<file path="src/cfs_pkg.sv">
// Purpose: constants for the configuration fuse decoder and reset sequencer
// Assumes: 50 MHz aclk, fuse words stable while the device is held in reset
// Notes:   register offsets are byte addresses of aligned 32-bit words
package cfs_pkg;
  localparam int          CLK_HZ        = 50_000_000;
  localparam int          REG_START_NS  = 20_000;
  localparam int          REG_START_CYC = (REG_START_NS * (CLK_HZ / 1_000_000) + 999) / 1000;
  localparam int          POWER_UP_MS   = 2;
  localparam int          FAIL_SAFE_US  = 100;
  localparam int          POWER_UP_CYC  = POWER_UP_MS * (CLK_HZ / 1000);
  localparam int          FAIL_SAFE_CYC = FAIL_SAFE_US * (CLK_HZ / 1_000_000);
  // register map
  localparam logic [7:0]  ADDR_OSC      = 8'h00;
  localparam logic [7:0]  ADDR_WDT      = 8'h04;
  localparam logic [7:0]  ADDR_POR      = 8'h08;
  localparam logic [7:0]  ADDR_DBG      = 8'h0C;
  localparam logic [7:0]  ADDR_RST_CTRL = 8'h10;
  localparam logic [7:0]  ADDR_STATUS   = 8'h14;
  localparam logic [7:0]  ADDR_REMAP    = 8'h18;
  localparam logic [1:0]  RESP_OKAY     = 2'h0;
  localparam logic [1:0]  RESP_SLVERR   = 2'h2;
  localparam logic [1:0]  RESP_DECERR   = 2'h3;
  // oscillator_config fields
  localparam int          CKSM_HI       = 7;
  localparam int          CKSM_LO       = 6;
  localparam int          REMAP_LOCK    = 5;
  localparam int          OSC_PIN_FN    = 2;
  localparam logic [1:0]  POSC_OFF      = 2'h3;
  localparam logic [1:0]  POSC_HS       = 2'h2;
  localparam logic [1:0]  POSC_XT       = 2'h1;
  // watchdog_config fields
  localparam int          WDT_FORCE     = 7;
  localparam int          WDT_WIN_DIS   = 6;
  localparam int          WDT_PRE       = 4;
  localparam logic [7:0]  PRE_DIV_HI    = 8'h80;
  localparam logic [7:0]  PRE_DIV_LO    = 8'h20;
  // power_on_config and debug_config fields
  localparam int          TWO_WIRE_ALT  = 4;
  localparam logic [2:0]  POWER_UP_OFF  = 3'h0;
  localparam int          BKG_DEBUG     = 6;
  localparam int          EMU_ENABLE    = 5;
  // initial oscillator select codes
  localparam logic [2:0]  INIT_PRI_PLL  = 3'h3;
  localparam logic [2:0]  INIT_PRI      = 3'h2;
  localparam logic [2:0]  INIT_FRC_PLL  = 3'h1;
  // reset_control_register and status bits
  localparam int          RST_BOR       = 1;
  localparam int          RST_SWDT      = 5;
  localparam int          ST_RELEASED   = 0;
  localparam int          ST_CLOCK      = 1;
  localparam int          ST_EXEC       = 2;
  localparam int          ST_REMAPPED   = 3;
  localparam int          ST_SEL_LO     = 4;
  // synchroniser lanes
  localparam int          SY_RESUME     = 0;
  localparam int          SY_PLL        = 1;
  localparam int          SY_OSC_START  = 2;
  localparam int          SY_BOR        = 3;
  localparam int          SY_POR        = 4;
  typedef enum logic [1:0] {SEQ_HOLD, SEQ_REGULATOR, SEQ_WAIT, SEQ_RUN} seq_state_t;
endpackage

</file>
<file path="src/config_fuse_reset_sequencer.sv">
// Purpose: decode configuration fuses and sequence internal reset release
// Assumes: analog detectors and oscillator status arrive asynchronously
// Notes:   fuses are captured while held in reset and frozen afterwards
//
// The AXI4-Lite slave port and the register addresses were decided locally.
`timescale 1ns/1ps

// Summary of operation
// - upper switch-mode bit blocks switching and fail-safe; 01 switch only; 00 both.
// - with remap lock set only one pin remap write is accepted.
// - outside crystal modes the pin function bit selects clock out or I/O.
// - oscillator mode 11 off, 10 HS crystal, 01 XT crystal, 00 external.
// - force enable keeps watchdog and its RC clock running, ignoring software.
// - window disable 0 gives windowed watchdog, 1 non-windowed.
// - prescale bit 1 divides by 128, 0 by 32.
// - postscale code n gives ratio two to the power n.
// - two-wire bit 1 uses primary pins, 0 alternate pins.
// - power-up code 111 is 128 ms halving to 2 ms; 000 off.
// - background debug bit 1 resets in user mode, 0 debug mode.
// - emulator bit 1 resets in operational mode, 0 emulation mode.
// - channel 11 pair 1, 10 pair 2, 01 pair 3, 00 reserved.
// - execution stays off for 20 us after power-on and each resume.
// - brown-out resets the device; clock source comes from the fuses.
// - with a crystal selected the clock waits for the start-up timer.
// - power-up delay runs alongside oscillator wait; fail-safe delay if zero with crystal.
// - brown-out sets status bit 1 of the reset control register.
// - brown-out detection works in every state including sleep and idle.
// - select 011 primary with PLL, 010 primary, 000 fast RC.
// - software watchdog bit 5 enables watchdog; every device reset clears it.
module config_fuse_reset_sequencer
#(
  parameter int POWER_UP_BASE_CYCLES = cfs_pkg::POWER_UP_CYC,
  parameter int FAIL_SAFE_CYCLES     = cfs_pkg::FAIL_SAFE_CYC
)
(
  // clock and reset
  input  wire logic        aclk,
  input  wire logic        aresetn,
  // axi4-lite slave
  input  wire logic        awvalid,
  output logic             awready,
  input  wire logic [7:0]  awaddr,
  input  wire logic [2:0]  awprot,
  input  wire logic        wvalid,
  output logic             wready,
  input  wire logic [31:0] wdata,
  input  wire logic [3:0]  wstrb,
  output logic             bvalid,
  input  wire logic        bready,
  output logic [1:0]       bresp,
  input  wire logic        arvalid,
  output logic             arready,
  input  wire logic [7:0]  araddr,
  input  wire logic [2:0]  arprot,
  output logic             rvalid,
  input  wire logic        rready,
  output logic [31:0]      rdata,
  output logic [1:0]       rresp,
  // fuse words
  input  wire logic [7:0]  oscillator_fuses,
  input  wire logic [7:0]  watchdog_fuses,
  input  wire logic [7:0]  power_on_fuses,
  input  wire logic [7:0]  debug_fuses,
  input  wire logic [2:0]  initial_oscillator_select,
  // asynchronous detectors and status
  input  wire logic        power_on_detect,
  input  wire logic        brown_out_detect,
  input  wire logic        oscillator_start_done,
  input  wire logic        pll_lock,
  input  wire logic        power_resume,
  // sequencing outputs
  output logic             core_reset_n,
  output logic             sys_clock_enable,
  output logic             code_exec_enable,
  // decoded configuration and pin remap map
  output logic             clock_switch_enable,
  output logic             fail_safe_enable,
  output logic             osc_clock_out,
  output logic             primary_osc_enable,
  output logic             osc_mode_hs,
  output logic             osc_mode_xt,
  output logic             watchdog_enable,
  output logic             low_power_rc_enable,
  output logic             watchdog_windowed,
  output logic [7:0]       watchdog_prescale_div,
  output logic [3:0]       watchdog_postscale_log2,
  output logic             two_wire_primary_pins,
  output logic             debug_mode,
  output logic             emulation_mode,
  output logic [1:0]       debug_pair,
  output logic [7:0]       pin_remap_map
);
  import cfs_pkg::*;

  typedef struct packed {
    seq_state_t  st;
    logic        resuming;
    logic [31:0] delay;
    logic [4:0]  s1;
    logic [4:0]  s2;
    logic [4:0]  s3;
    logic [4:0]  flt;
    logic        bor_prev;
    logic        resume_prev;
    logic [7:0]  oscillator_config;
    logic [7:0]  watchdog_config;
    logic [7:0]  power_on_config;
    logic [7:0]  debug_config;
    logic [2:0]  init_sel;
    logic        bor_status;
    logic        swdt;
    logic        remap_used;
    logic [7:0]  remap_map;
    logic        core_reset_n;
    logic        clk_en;
    logic        exec_en;
    logic        cksw;
    logic        fscm;
    logic        osc_out;
    logic        posc_en;
    logic        hs;
    logic        xt;
    logic        wdt_en;
    logic        wdt_win;
    logic [7:0]  pre_div;
    logic [3:0]  post_log2;
    logic        i2c_pri;
    logic        dbg;
    logic        emu;
    logic [1:0]  pair;
    logic        awready;
    logic        wready;
    logic        aw_have;
    logic        w_have;
    logic [7:0]  aw_addr;
    logic [31:0] w_data;
    logic [3:0]  w_strb;
    logic        bvalid;
    logic [1:0]  bresp;
    logic        arready;
    logic        rvalid;
    logic [31:0] rdata;
    logic [1:0]  rresp;
  } state_t;

  state_t s;
  state_t n;
  logic   bor_evt;
  logic   resume_evt;
  logic   crystal;
  logic   need_start;
  logic   need_pll;
  logic   waits_done;
  logic   remap_wr;
  logic   delay_zero;
  logic [2:0]  delay_code;
  logic [31:0] delay_load;

  if (POWER_UP_BASE_CYCLES < 1 || FAIL_SAFE_CYCLES < 1 ||
      longint'(POWER_UP_BASE_CYCLES) * 64 >= 64'h1_0000_0000)
  begin : g_bad_param
    $error("delay parameters out of range");
  end

  assign crystal    = (s.oscillator_config[1:0] == POSC_HS) ||
                      (s.oscillator_config[1:0] == POSC_XT);
  // primary source needs its start-up timer in a crystal mode
  assign need_start = ((s.init_sel == INIT_PRI_PLL) || (s.init_sel == INIT_PRI)) && crystal;
  assign need_pll   = (s.init_sel == INIT_PRI_PLL) || (s.init_sel == INIT_FRC_PLL);
  assign waits_done = (!need_start || s.flt[SY_OSC_START]) && (!need_pll || s.flt[SY_PLL]);
  assign delay_code = s.power_on_config[2:0];
  assign delay_zero = (s.delay == 32'h0);
  assign remap_wr   = s.aw_have && s.w_have && !s.bvalid &&
                      ({s.aw_addr[7:2], 2'h0} == ADDR_REMAP) && s.w_strb[0];

  always_comb
  begin
    delay_load = 32'h0;
    if (delay_code != POWER_UP_OFF)
    begin
      delay_load = 32'(POWER_UP_BASE_CYCLES) << (delay_code - 3'h1);
    end
    else if (crystal)
    begin
      delay_load = 32'(FAIL_SAFE_CYCLES);
    end
  end

  always_comb
  begin
    n = s;
    // three-stage synchronisers, value taken when stages two and three agree
    n.s1 = {power_on_detect, brown_out_detect, oscillator_start_done, pll_lock,
            power_resume};
    n.s2 = s.s1;
    n.s3 = s.s2;
    n.flt = (~(s.s2 ^ s.s3) & s.s3) | ((s.s2 ^ s.s3) & s.flt);
    n.bor_prev = s.flt[SY_BOR];
    n.resume_prev = s.flt[SY_RESUME];
    bor_evt = s.flt[SY_BOR] && !s.bor_prev;
    resume_evt = s.flt[SY_RESUME] && !s.resume_prev;

    // axi write path
    if (awvalid && s.awready)
    begin
      n.aw_have = 1'b1;
      n.aw_addr = awaddr;
    end
    if (wvalid && s.wready)
    begin
      n.w_have = 1'b1;
      n.w_data = wdata;
      n.w_strb = wstrb;
    end
    if (s.bvalid && bready)
    begin
      n.bvalid = 1'b0;
    end
    if (s.aw_have && s.w_have && !s.bvalid)
    begin
      n.aw_have = 1'b0;
      n.w_have = 1'b0;
      n.bvalid = 1'b1;
      n.bresp = RESP_OKAY;
      case ({s.aw_addr[7:2], 2'h0})
        ADDR_OSC, ADDR_WDT, ADDR_POR, ADDR_DBG, ADDR_STATUS:
        begin
          n.bresp = RESP_OKAY;
        end
        ADDR_RST_CTRL:
        begin
          if (s.w_strb[0])
          begin
            n.swdt = s.w_data[RST_SWDT];
            if (s.w_data[RST_BOR])
            begin
              n.bor_status = 1'b0;
            end
          end
        end
        ADDR_REMAP:
        begin
          if (s.w_strb[0])
          begin
            if (!s.oscillator_config[REMAP_LOCK] || !s.remap_used)
            begin
              n.remap_map = s.w_data[7:0];
              n.remap_used = 1'b1;
            end
            else
            begin
              n.bresp = RESP_SLVERR;
            end
          end
        end
        default:
        begin
          n.bresp = RESP_DECERR;
        end
      endcase
    end

    // axi read path
    if (s.rvalid && rready)
    begin
      n.rvalid = 1'b0;
    end
    if (arvalid && s.arready)
    begin
      n.rvalid = 1'b1;
      n.rresp = RESP_OKAY;
      n.rdata = 32'h0;
      case ({araddr[7:2], 2'h0})
        ADDR_OSC:    n.rdata[7:0] = s.oscillator_config;
        ADDR_WDT:    n.rdata[7:0] = s.watchdog_config;
        ADDR_POR:    n.rdata[7:0] = s.power_on_config;
        ADDR_DBG:    n.rdata[7:0] = s.debug_config;
        ADDR_RST_CTRL:
        begin
          n.rdata[RST_SWDT] = s.swdt;
          n.rdata[RST_BOR] = s.bor_status;
        end
        ADDR_STATUS:
        begin
          n.rdata[ST_RELEASED] = s.core_reset_n;
          n.rdata[ST_CLOCK] = s.clk_en;
          n.rdata[ST_EXEC] = s.exec_en;
          n.rdata[ST_REMAPPED] = s.remap_used;
          n.rdata[ST_SEL_LO +: 3] = s.init_sel;
        end
        ADDR_REMAP:  n.rdata[7:0] = s.remap_map;
        default:     n.rresp = RESP_DECERR;
      endcase
    end

    // reset sequencer
    case (s.st)
      SEQ_HOLD:
      begin
        n.core_reset_n = 1'b0;
        n.clk_en = 1'b0;
        n.exec_en = 1'b0;
        n.swdt = 1'b0;
        n.remap_used = 1'b0;
        n.resuming = 1'b0;
        n.st = SEQ_REGULATOR;
        n.delay = 32'(REG_START_CYC);
      end
      SEQ_REGULATOR:
      begin
        n.exec_en = 1'b0;
        if (s.delay > 32'h1)
        begin
          n.delay = s.delay - 32'h1;
        end
        else if (s.resuming)
        begin
          n.st = SEQ_RUN;
          n.exec_en = 1'b1;
          n.resuming = 1'b0;
        end
        else
        begin
          n.st = SEQ_WAIT;
          n.delay = delay_load;
        end
      end
      SEQ_WAIT:
      begin
        n.clk_en = waits_done;
        if (!delay_zero)
        begin
          n.delay = s.delay - 32'h1;
        end
        else if (waits_done)
        begin
          n.st = SEQ_RUN;
          n.core_reset_n = 1'b1;
          n.exec_en = 1'b1;
        end
      end
      SEQ_RUN:
      begin
        if (resume_evt)
        begin
          n.st = SEQ_REGULATOR;
          n.resuming = 1'b1;
          n.exec_en = 1'b0;
          n.delay = 32'(REG_START_CYC);
        end
      end
      default:
      begin
        n.st = SEQ_HOLD;
      end
    endcase

    // detectors hold the device in reset from any state
    if (s.flt[SY_POR] || s.flt[SY_BOR])
    begin
      n.st = SEQ_HOLD;
      n.core_reset_n = 1'b0;
      n.clk_en = 1'b0;
      n.exec_en = 1'b0;
    end
    if (bor_evt)
    begin
      n.bor_status = 1'b1;
    end

    // fuses follow their inputs only while the device is in reset
    if (s.st == SEQ_HOLD || (s.st == SEQ_REGULATOR && !s.resuming))
    begin
      n.oscillator_config = oscillator_fuses;
      n.watchdog_config = watchdog_fuses;
      n.power_on_config = power_on_fuses;
      n.debug_config = debug_fuses;
      n.init_sel = initial_oscillator_select;
    end

    // decode of the captured fuses
    n.cksw = !s.oscillator_config[CKSM_HI];
    n.fscm = !s.oscillator_config[CKSM_HI] && !s.oscillator_config[CKSM_LO];
    n.posc_en = (s.oscillator_config[1:0] != POSC_OFF);
    n.hs = (s.oscillator_config[1:0] == POSC_HS);
    n.xt = (s.oscillator_config[1:0] == POSC_XT);
    n.osc_out = !crystal && s.oscillator_config[OSC_PIN_FN];
    n.wdt_en = s.watchdog_config[WDT_FORCE] || s.swdt;
    n.wdt_win = !s.watchdog_config[WDT_WIN_DIS];
    n.pre_div = s.watchdog_config[WDT_PRE] ? PRE_DIV_HI : PRE_DIV_LO;
    n.post_log2 = s.watchdog_config[3:0];
    n.i2c_pri = s.power_on_config[TWO_WIRE_ALT];
    n.dbg = !s.debug_config[BKG_DEBUG];
    n.emu = !s.debug_config[EMU_ENABLE];
    n.pair = 2'h0 - s.debug_config[1:0];

    n.awready = !n.aw_have && !n.bvalid;
    n.wready = !n.w_have && !n.bvalid;
    n.arready = !n.rvalid;
  end

  always_ff @(posedge aclk)
  begin
    if (!aresetn)
    begin
      s <= '0;
    end
    else
    begin
      s <= n;
    end
  end

  assign awready                 = s.awready;
  assign wready                  = s.wready;
  assign bvalid                  = s.bvalid;
  assign bresp                   = s.bresp;
  assign arready                 = s.arready;
  assign rvalid                  = s.rvalid;
  assign rdata                   = s.rdata;
  assign rresp                   = s.rresp;
  assign core_reset_n            = s.core_reset_n;
  assign sys_clock_enable        = s.clk_en;
  assign code_exec_enable        = s.exec_en;
  assign clock_switch_enable     = s.cksw;
  assign fail_safe_enable        = s.fscm;
  assign osc_clock_out           = s.osc_out;
  assign primary_osc_enable      = s.posc_en;
  assign osc_mode_hs             = s.hs;
  assign osc_mode_xt             = s.xt;
  assign watchdog_enable         = s.wdt_en;
  assign low_power_rc_enable     = s.wdt_en;
  assign watchdog_windowed       = s.wdt_win;
  assign watchdog_prescale_div   = s.pre_div;
  assign watchdog_postscale_log2 = s.post_log2;
  assign two_wire_primary_pins   = s.i2c_pri;
  assign debug_mode              = s.dbg;
  assign emulation_mode          = s.emu;
  assign debug_pair              = s.pair;
  assign pin_remap_map           = s.remap_map;
endmodule

</file>
<file path="config.mk">
export PLATFORM = sky130hd
export DESIGN_NAME = config_fuse_reset_sequencer
export DESIGN_NICKNAME = d
export VERILOG_FILES = /design/src/cfs_pkg.sv /design/src/config_fuse_reset_sequencer.sv
export SDC_FILE = /design/constraint.sdc
export NUM_CORES = 1
export LEC_CHECK = 0
export BUFFER_PORTS_ARGS = -buffer_cell sky130_fd_sc_hd__buf_2
export CORE_UTILIZATION = 53
export CTS_CLUSTER_DIAMETER = 50
export CTS_CLUSTER_SIZE = 10
export DETAILED_ROUTE_END_ITERATION = 10
export GPL_ROUTABILITY_DRIVEN = 0
export PLACE_DENSITY = 0.81
export SYNTH_ARGS = -nofsm -noshare
export SYNTH_HDL_FRONTEND = slang
export SYNTH_SLANG_ARGS = --single-unit
</file>
<file path="constraint.sdc">
create_clock -name aclk -period 4.4 [get_ports aclk]
set_clock_uncertainty 0.15 [all_clocks]
set_input_delay 0.44 -clock aclk [delete_from_list [all_inputs] [get_ports aclk]]
set_output_delay 0.44 -clock aclk [all_outputs]
set_load 0.05 [all_outputs]
</file>
# --- Yosys cells after proc, flatten, opt, wreduce, memory -nomap -nowiden ---
# Cells that the tools add are included.
totals:
  mem_bits_ro: 0
  regBits: 167
  latch_bits: 0
  n_memories: 0
  mem_bits_rw: 0
op_classes:
  bitwise: 6
  n_mux: 46
  shift: 1
  add_sub_neg: 3
  n_lt_le_gt_ge: 1
  n_eq_ne: 27
  n_mul: 0
  reduce_logical: 66
  n_div: 0
op_table:
  columns: ["operator", "count"]
  rows:
  - ["$mux 32", 4]
  - ["$pmux 32 s4", 1]
  - ["$mux 35", 2]
  - ["$eq 6x3->1 const B", 6]
  - ["$gt 32x1->1 const B", 1]
  - ["$logic_not 32->1", 1]
  - ["$shl 17x3->32 const A", 1]
  - ["$sub 32x1->32 const B", 1]
  - ["$mux 9", 3]
  - ["$eq 6x2->1 const B", 4]
  - ["$logic_not 1->1", 18]
  - ["$pmux 3 s6", 1]
  - ["$logic_and 1x1->1", 16]
  - ["$mux 2", 8]
  - ["$reduce_and 3->1", 5]
  - ["$pmux 1 s7", 2]
  - ["$mux 13", 1]
  - ["$eq 6x1->1 const B", 2]
  - ["$logic_not 6->1", 2]
  - ["$mux 1", 12]
  - ["$ne 2x2->1 const B", 6]
  - ["$pmux 1 s6", 2]
  - ["$reduce_and 4->1", 3]
  - ["$mux 11", 1]
  - ["26 further kinds", 47]

# --- Logic depth before layout (Yosys ltp) ---
depth:
  ltp_word: 9
  depth_mapped: 10
  ltp_nobuf: 9

# --- Worst setup path before layout ---
# No wires, ideal clock.
synth_timing:
  path_type: "register to register"
  start: "reg s (netlist bit delay_code[0])"
  end: "reg s[198] (netlist name)"
  required_ns: 4.180
  path_slack_ns: 1.851
  arrival_ns: 2.329
  synth_period_minus_slack_ns: 2.549
  path_stages_with_launch: 11
  path_cell_list: "dfxtp_1 -> clkbuf_1 -> inv_1 -> ha_1 -> xor2_1 -> inv_1 -> or2_2 -> a21oi_1 -> mux2_2 -> a22oi_1 -> a21oi_1"
synth_via:
  elab_chain_len: 6
synth_lines:
  columns: ["element", "line_no", "text"]
  rows:
  - ["start, declared", "config_fuse_reset_sequencer.sv:146", "state_t s;"]
  - ["start signal, assigned", "config_fuse_reset_sequencer.sv:410", "s <= n;"]
  - ["$sub 3x1->3", "config_fuse_reset_sequencer.sv:181", "delay_load = 32'(POWER_UP_BASE_CYCLES) << (delay_code - 3'h1);"]
  - ["$shl 17x3->32", "config_fuse_reset_sequencer.sv:181", null]
  - ["$mux 32 (*)", "config_fuse_reset_sequencer.sv:179", "if (delay_code != POWER_UP_OFF)"]
  - ["$mux 32 (*)", "config_fuse_reset_sequencer.sv:316", "else if (s.resuming)"]
  - ["$mux 32 (*)", "config_fuse_reset_sequencer.sv:312", "if (s.delay > 32'h1)"]
  - ["$pmux 32 s4 (*)", "config_fuse_reset_sequencer.sv:297", "case (s.st)"]
# Every way passes the cells marked *; elsewhere a longest branch is shown, timed or not. The select of a mux whose other input is x is not followed.
# A chain may end at the register's enable or synchronous reset.

# --- Worst setup path in the final report ---
layout_timing:
  start: "reg s[216] (netlist name)"
  end: "reg s[203] (netlist name)"
layout_via:
  elab_chain_len: 3
layout_lines:
  columns: ["element", "line_no"]
  rows:
  - ["$eq 2x1->1 or $eq 2x2->1 (tied branches)", "config_fuse_reset_sequencer.sv:297"]
  - ["$ne 3x3->1 (no line) or $ne 2x2->1 (tied branches)", null]
  - ["$reduce_and 3->1 (no line)", null]
# Parallel ways exist; a longest one is shown, timed or not.

==> qor.yml <==
outcome: "completed"
period_share: 0.726
holdBufCountCts: 0
ys_types: 71
p_seq_frac: 0.344
cts_resized: 0
diodes: 0
ys_warn_count: 0
slowest_stage: "a21o_1"
slew_viol_final: 0
final_cell_mix: "dfxtp_1, nand2_1, buf_2, a21boi_0, o21ai_0"
vdd_drop_max_v: 0.000331
vias_per_cell: 5.71
n_fill_cell: 1189
clock_latency_ns: 0.42
multi_input_area_um2: 3980
synthFlopType: "dfxtp_1"
syn-cell-area_um2: 7740
cts_root_buffer: "clkbuf_16"
grt_use_total: 0.252
drv_cap: 0
fmax_ghz: 0.313
dpl.hpwl_um: 12600
synthCells: 889
worstPathRequired_ns: 4.56
port_buffers: 115
p_sw_frac: 0.408
critPathCaptureType: "flop"
synth-seq-cells: 158
cts_num_sinks: 158
rsz0062_at_grt: "false"
worstPathMaxFanout: 20
io_pins: 183
critPathArrivalTime_ns: 3.35
grt_overflow: 0
power_density_nw_per_um2: 612
wl_per_cell_um: 15.8
crit_type: "reg -> reg"
fin_tns_setup_ns: 0
synthToLayoutAreaGrowth_pct: 11.9
slew-limit-headroom: 0.247
drc_errors: 0
ff_latch_area_um2: 3160
antenna_found_initial: 1
finalNetCount: 1078
p_int_mw: 3.14
hold_path_class: "in -> reg"
grt_pass1_vias: 5938
grt_pass1_wl_um: 29500
clk_pin_slew_ns: 0.06
antenna_left: 0
ctsHtreeMaxLevel: 4
layout_min_cycle_time_ns: 3.19
clockBufferDepth: 2
critical_path.startpoint_type: "flop"
dieArea_um2: 15100
crit_chain: "inv_1 > ha_1 > nor4bb_1 > a41o_1 > a41o_1 > a21o_1 > o21ai_1 > a221o_1"
via_count: 6552
cp_slowest_stage_delay_ns: 0.54
routed_wl_um: 18200
grt_start_max_net_pins: 120
placementRows: 43
die_height_um: 123
async_flop_share: 0
finalHoldViolCount: 0
die_w_um: 123
fin_hold_ws_ns: 0.0709
worstMarginPinSlew_ns: 1.13
power.net_switching_mw: 2.17
avgSynthCellArea_um2: 8.71
mostFrequentLayoutCell: "dfxtp_1"
cts_tree: "built"
core-area_um2: 14000
p_leak_nw: 3.73
postCtsSetupBuffers: 0
synth_enable_flop_cells: 0
ys_seq_area_frac: 0.409
start_util: 0.551
numCtsBuffers: 17
firstDrtPassIters: 7
setup_viol: 0
pwr-share-clk: 0.279
critPathMostFrequentCell: "a41o_1"
first_iter_violations: 576
share_comb_of_total_power: 0.377
drive_gt1_frac: 0.187
## synth_stat cells, drive strengths merged (5+ instances only)
master,number,share of area
nand4,7,0.0057
buf,67,0.064
inv,22,0.011
mux4,8,0.023
nand3b,5,0.0048
a21o,10,0.0097
ha,17,0.027
nor4,11,0.016
a221oi,8,0.0099
nor3,23,0.016
and2,33,0.027
o21ai,48,0.031
nand2,149,0.073
nor2,39,0.019
clkbuf,35,0.017
and3,10,0.0082
dfxtp,158,0.41
a21oi,30,0.021
nor2b,19,0.015
or3,11,0.0089
mux2i,16,0.021
or4,7,0.0078
a21boi,59,0.057
nand3,14,0.0091
nand2b,8,0.0065
## area by class of cell
cell class / count / share of cell area
Clock buffer: 18 / 0.0507
Clock inverter: 13 / 0.0175
Inverter: 22 / 0.00953
Multi-Input combinational cell: 636 / 0.460
Sequential cell: 158 / 0.365
Tap cell: 180 / 0.0260
Timing Repair Buffer: 121 / 0.0716
## routing by layer
| metal | wire [µm] | up-vias | global-route usage |
|---|---|---|---|
| li1 | - | 3166 | - |
| met1 | 7920 | 3067 | 0.329 |
| met2 | 8490 | 280 | 0.404 |
| met3 | 1430 | 37 | 0.0613 |
| met4 | 345 | 2 | 0.0846 |
| met5 | 13 | - | 0 |
## sequential cells by signal, summed over array words and instances, names as in the netlist, 3 cells and up, named ones only
register	count
delay_code	3
watchdog_postscale_log2	4
rdata	8
s	89
n	15
pin_remap_map	8
## worst max-delay path: cells and delay by family, from the launching register on
| kind | cells | cell delay, ns |
|---|---|---|
| AND/OR/NAND/NOR | 1 | 0.48 |
| adder cells (fa/ha/maj) | 1 | 0.36 |
| buffers and inverters | 1 | 0.09 |
| flip-flops | 1 | 0.34 |
| AO/OA/AOI/OAI | 5 | 1.66 |
## power groups by stage
stage	Clock (mW)	Sequential, mW	Combinational, mW
3_3_place_gp	0	1.84	1.92
5_1_grt	1.56	1.85	2.19
2_1_floorplan	0	1.87	1.50
6_report	1.48	1.82	2.00
4_1_cts	1.49	1.82	1.97
3_5_place_dp	0	1.85	1.96
## cell families after synthesis
kind of cell | count (synthesis) | synth area share
AO/OA/AOI/OAI | 207 | 0.187
other | 1 | 0.000484
adder cells (fa/ha/maj) | 17 | 0.0275
AND/OR/NAND/NOR | 349 | 0.229
multiplexers | 27 | 0.0483
flip-flops | 158 | 0.409
buffers and inverters | 124 | 0.0915
XOR/XNOR | 6 | 0.00679
## metrics by stage
| step | worst slack [ns] | utilization | instance area (µm²) | total power [mW] | std cells |
|---|---|---|---|---|---|
| 3_5_place_dp | 1.29 | 0.575 | 8080 | 3.81 | 1117 |
| 6_report | 1.21 | 0.617 | 8670 | 5.31 | 1148 |
| 3_3_place_gp | 1.34 | 0.575 | 8080 | 3.76 | 1117 |
| 5_1_grt | 0.947 | 0.617 | 8670 | 5.60 | 1148 |
| 2_1_floorplan | 1.85 | - | 7850 | 3.37 | 918 |
| 4_1_cts | 1.27 | 0.617 | 8670 | 5.28 | 1148 |
## final timing paths
check | slack, ns | cells after the start | endpoint | from
setup reg to reg | 1.21 | 8 | s[203] | s[216]
setup / recovery | 1.21 | 8 | s[203] | s[216]
hold / removal | 0.07 | 2 | n[177] | power_on_detect
hold reg to reg | 0.28 | 1 | fail_safe_enable | s[159]
(Power assumes the default switching activity.)
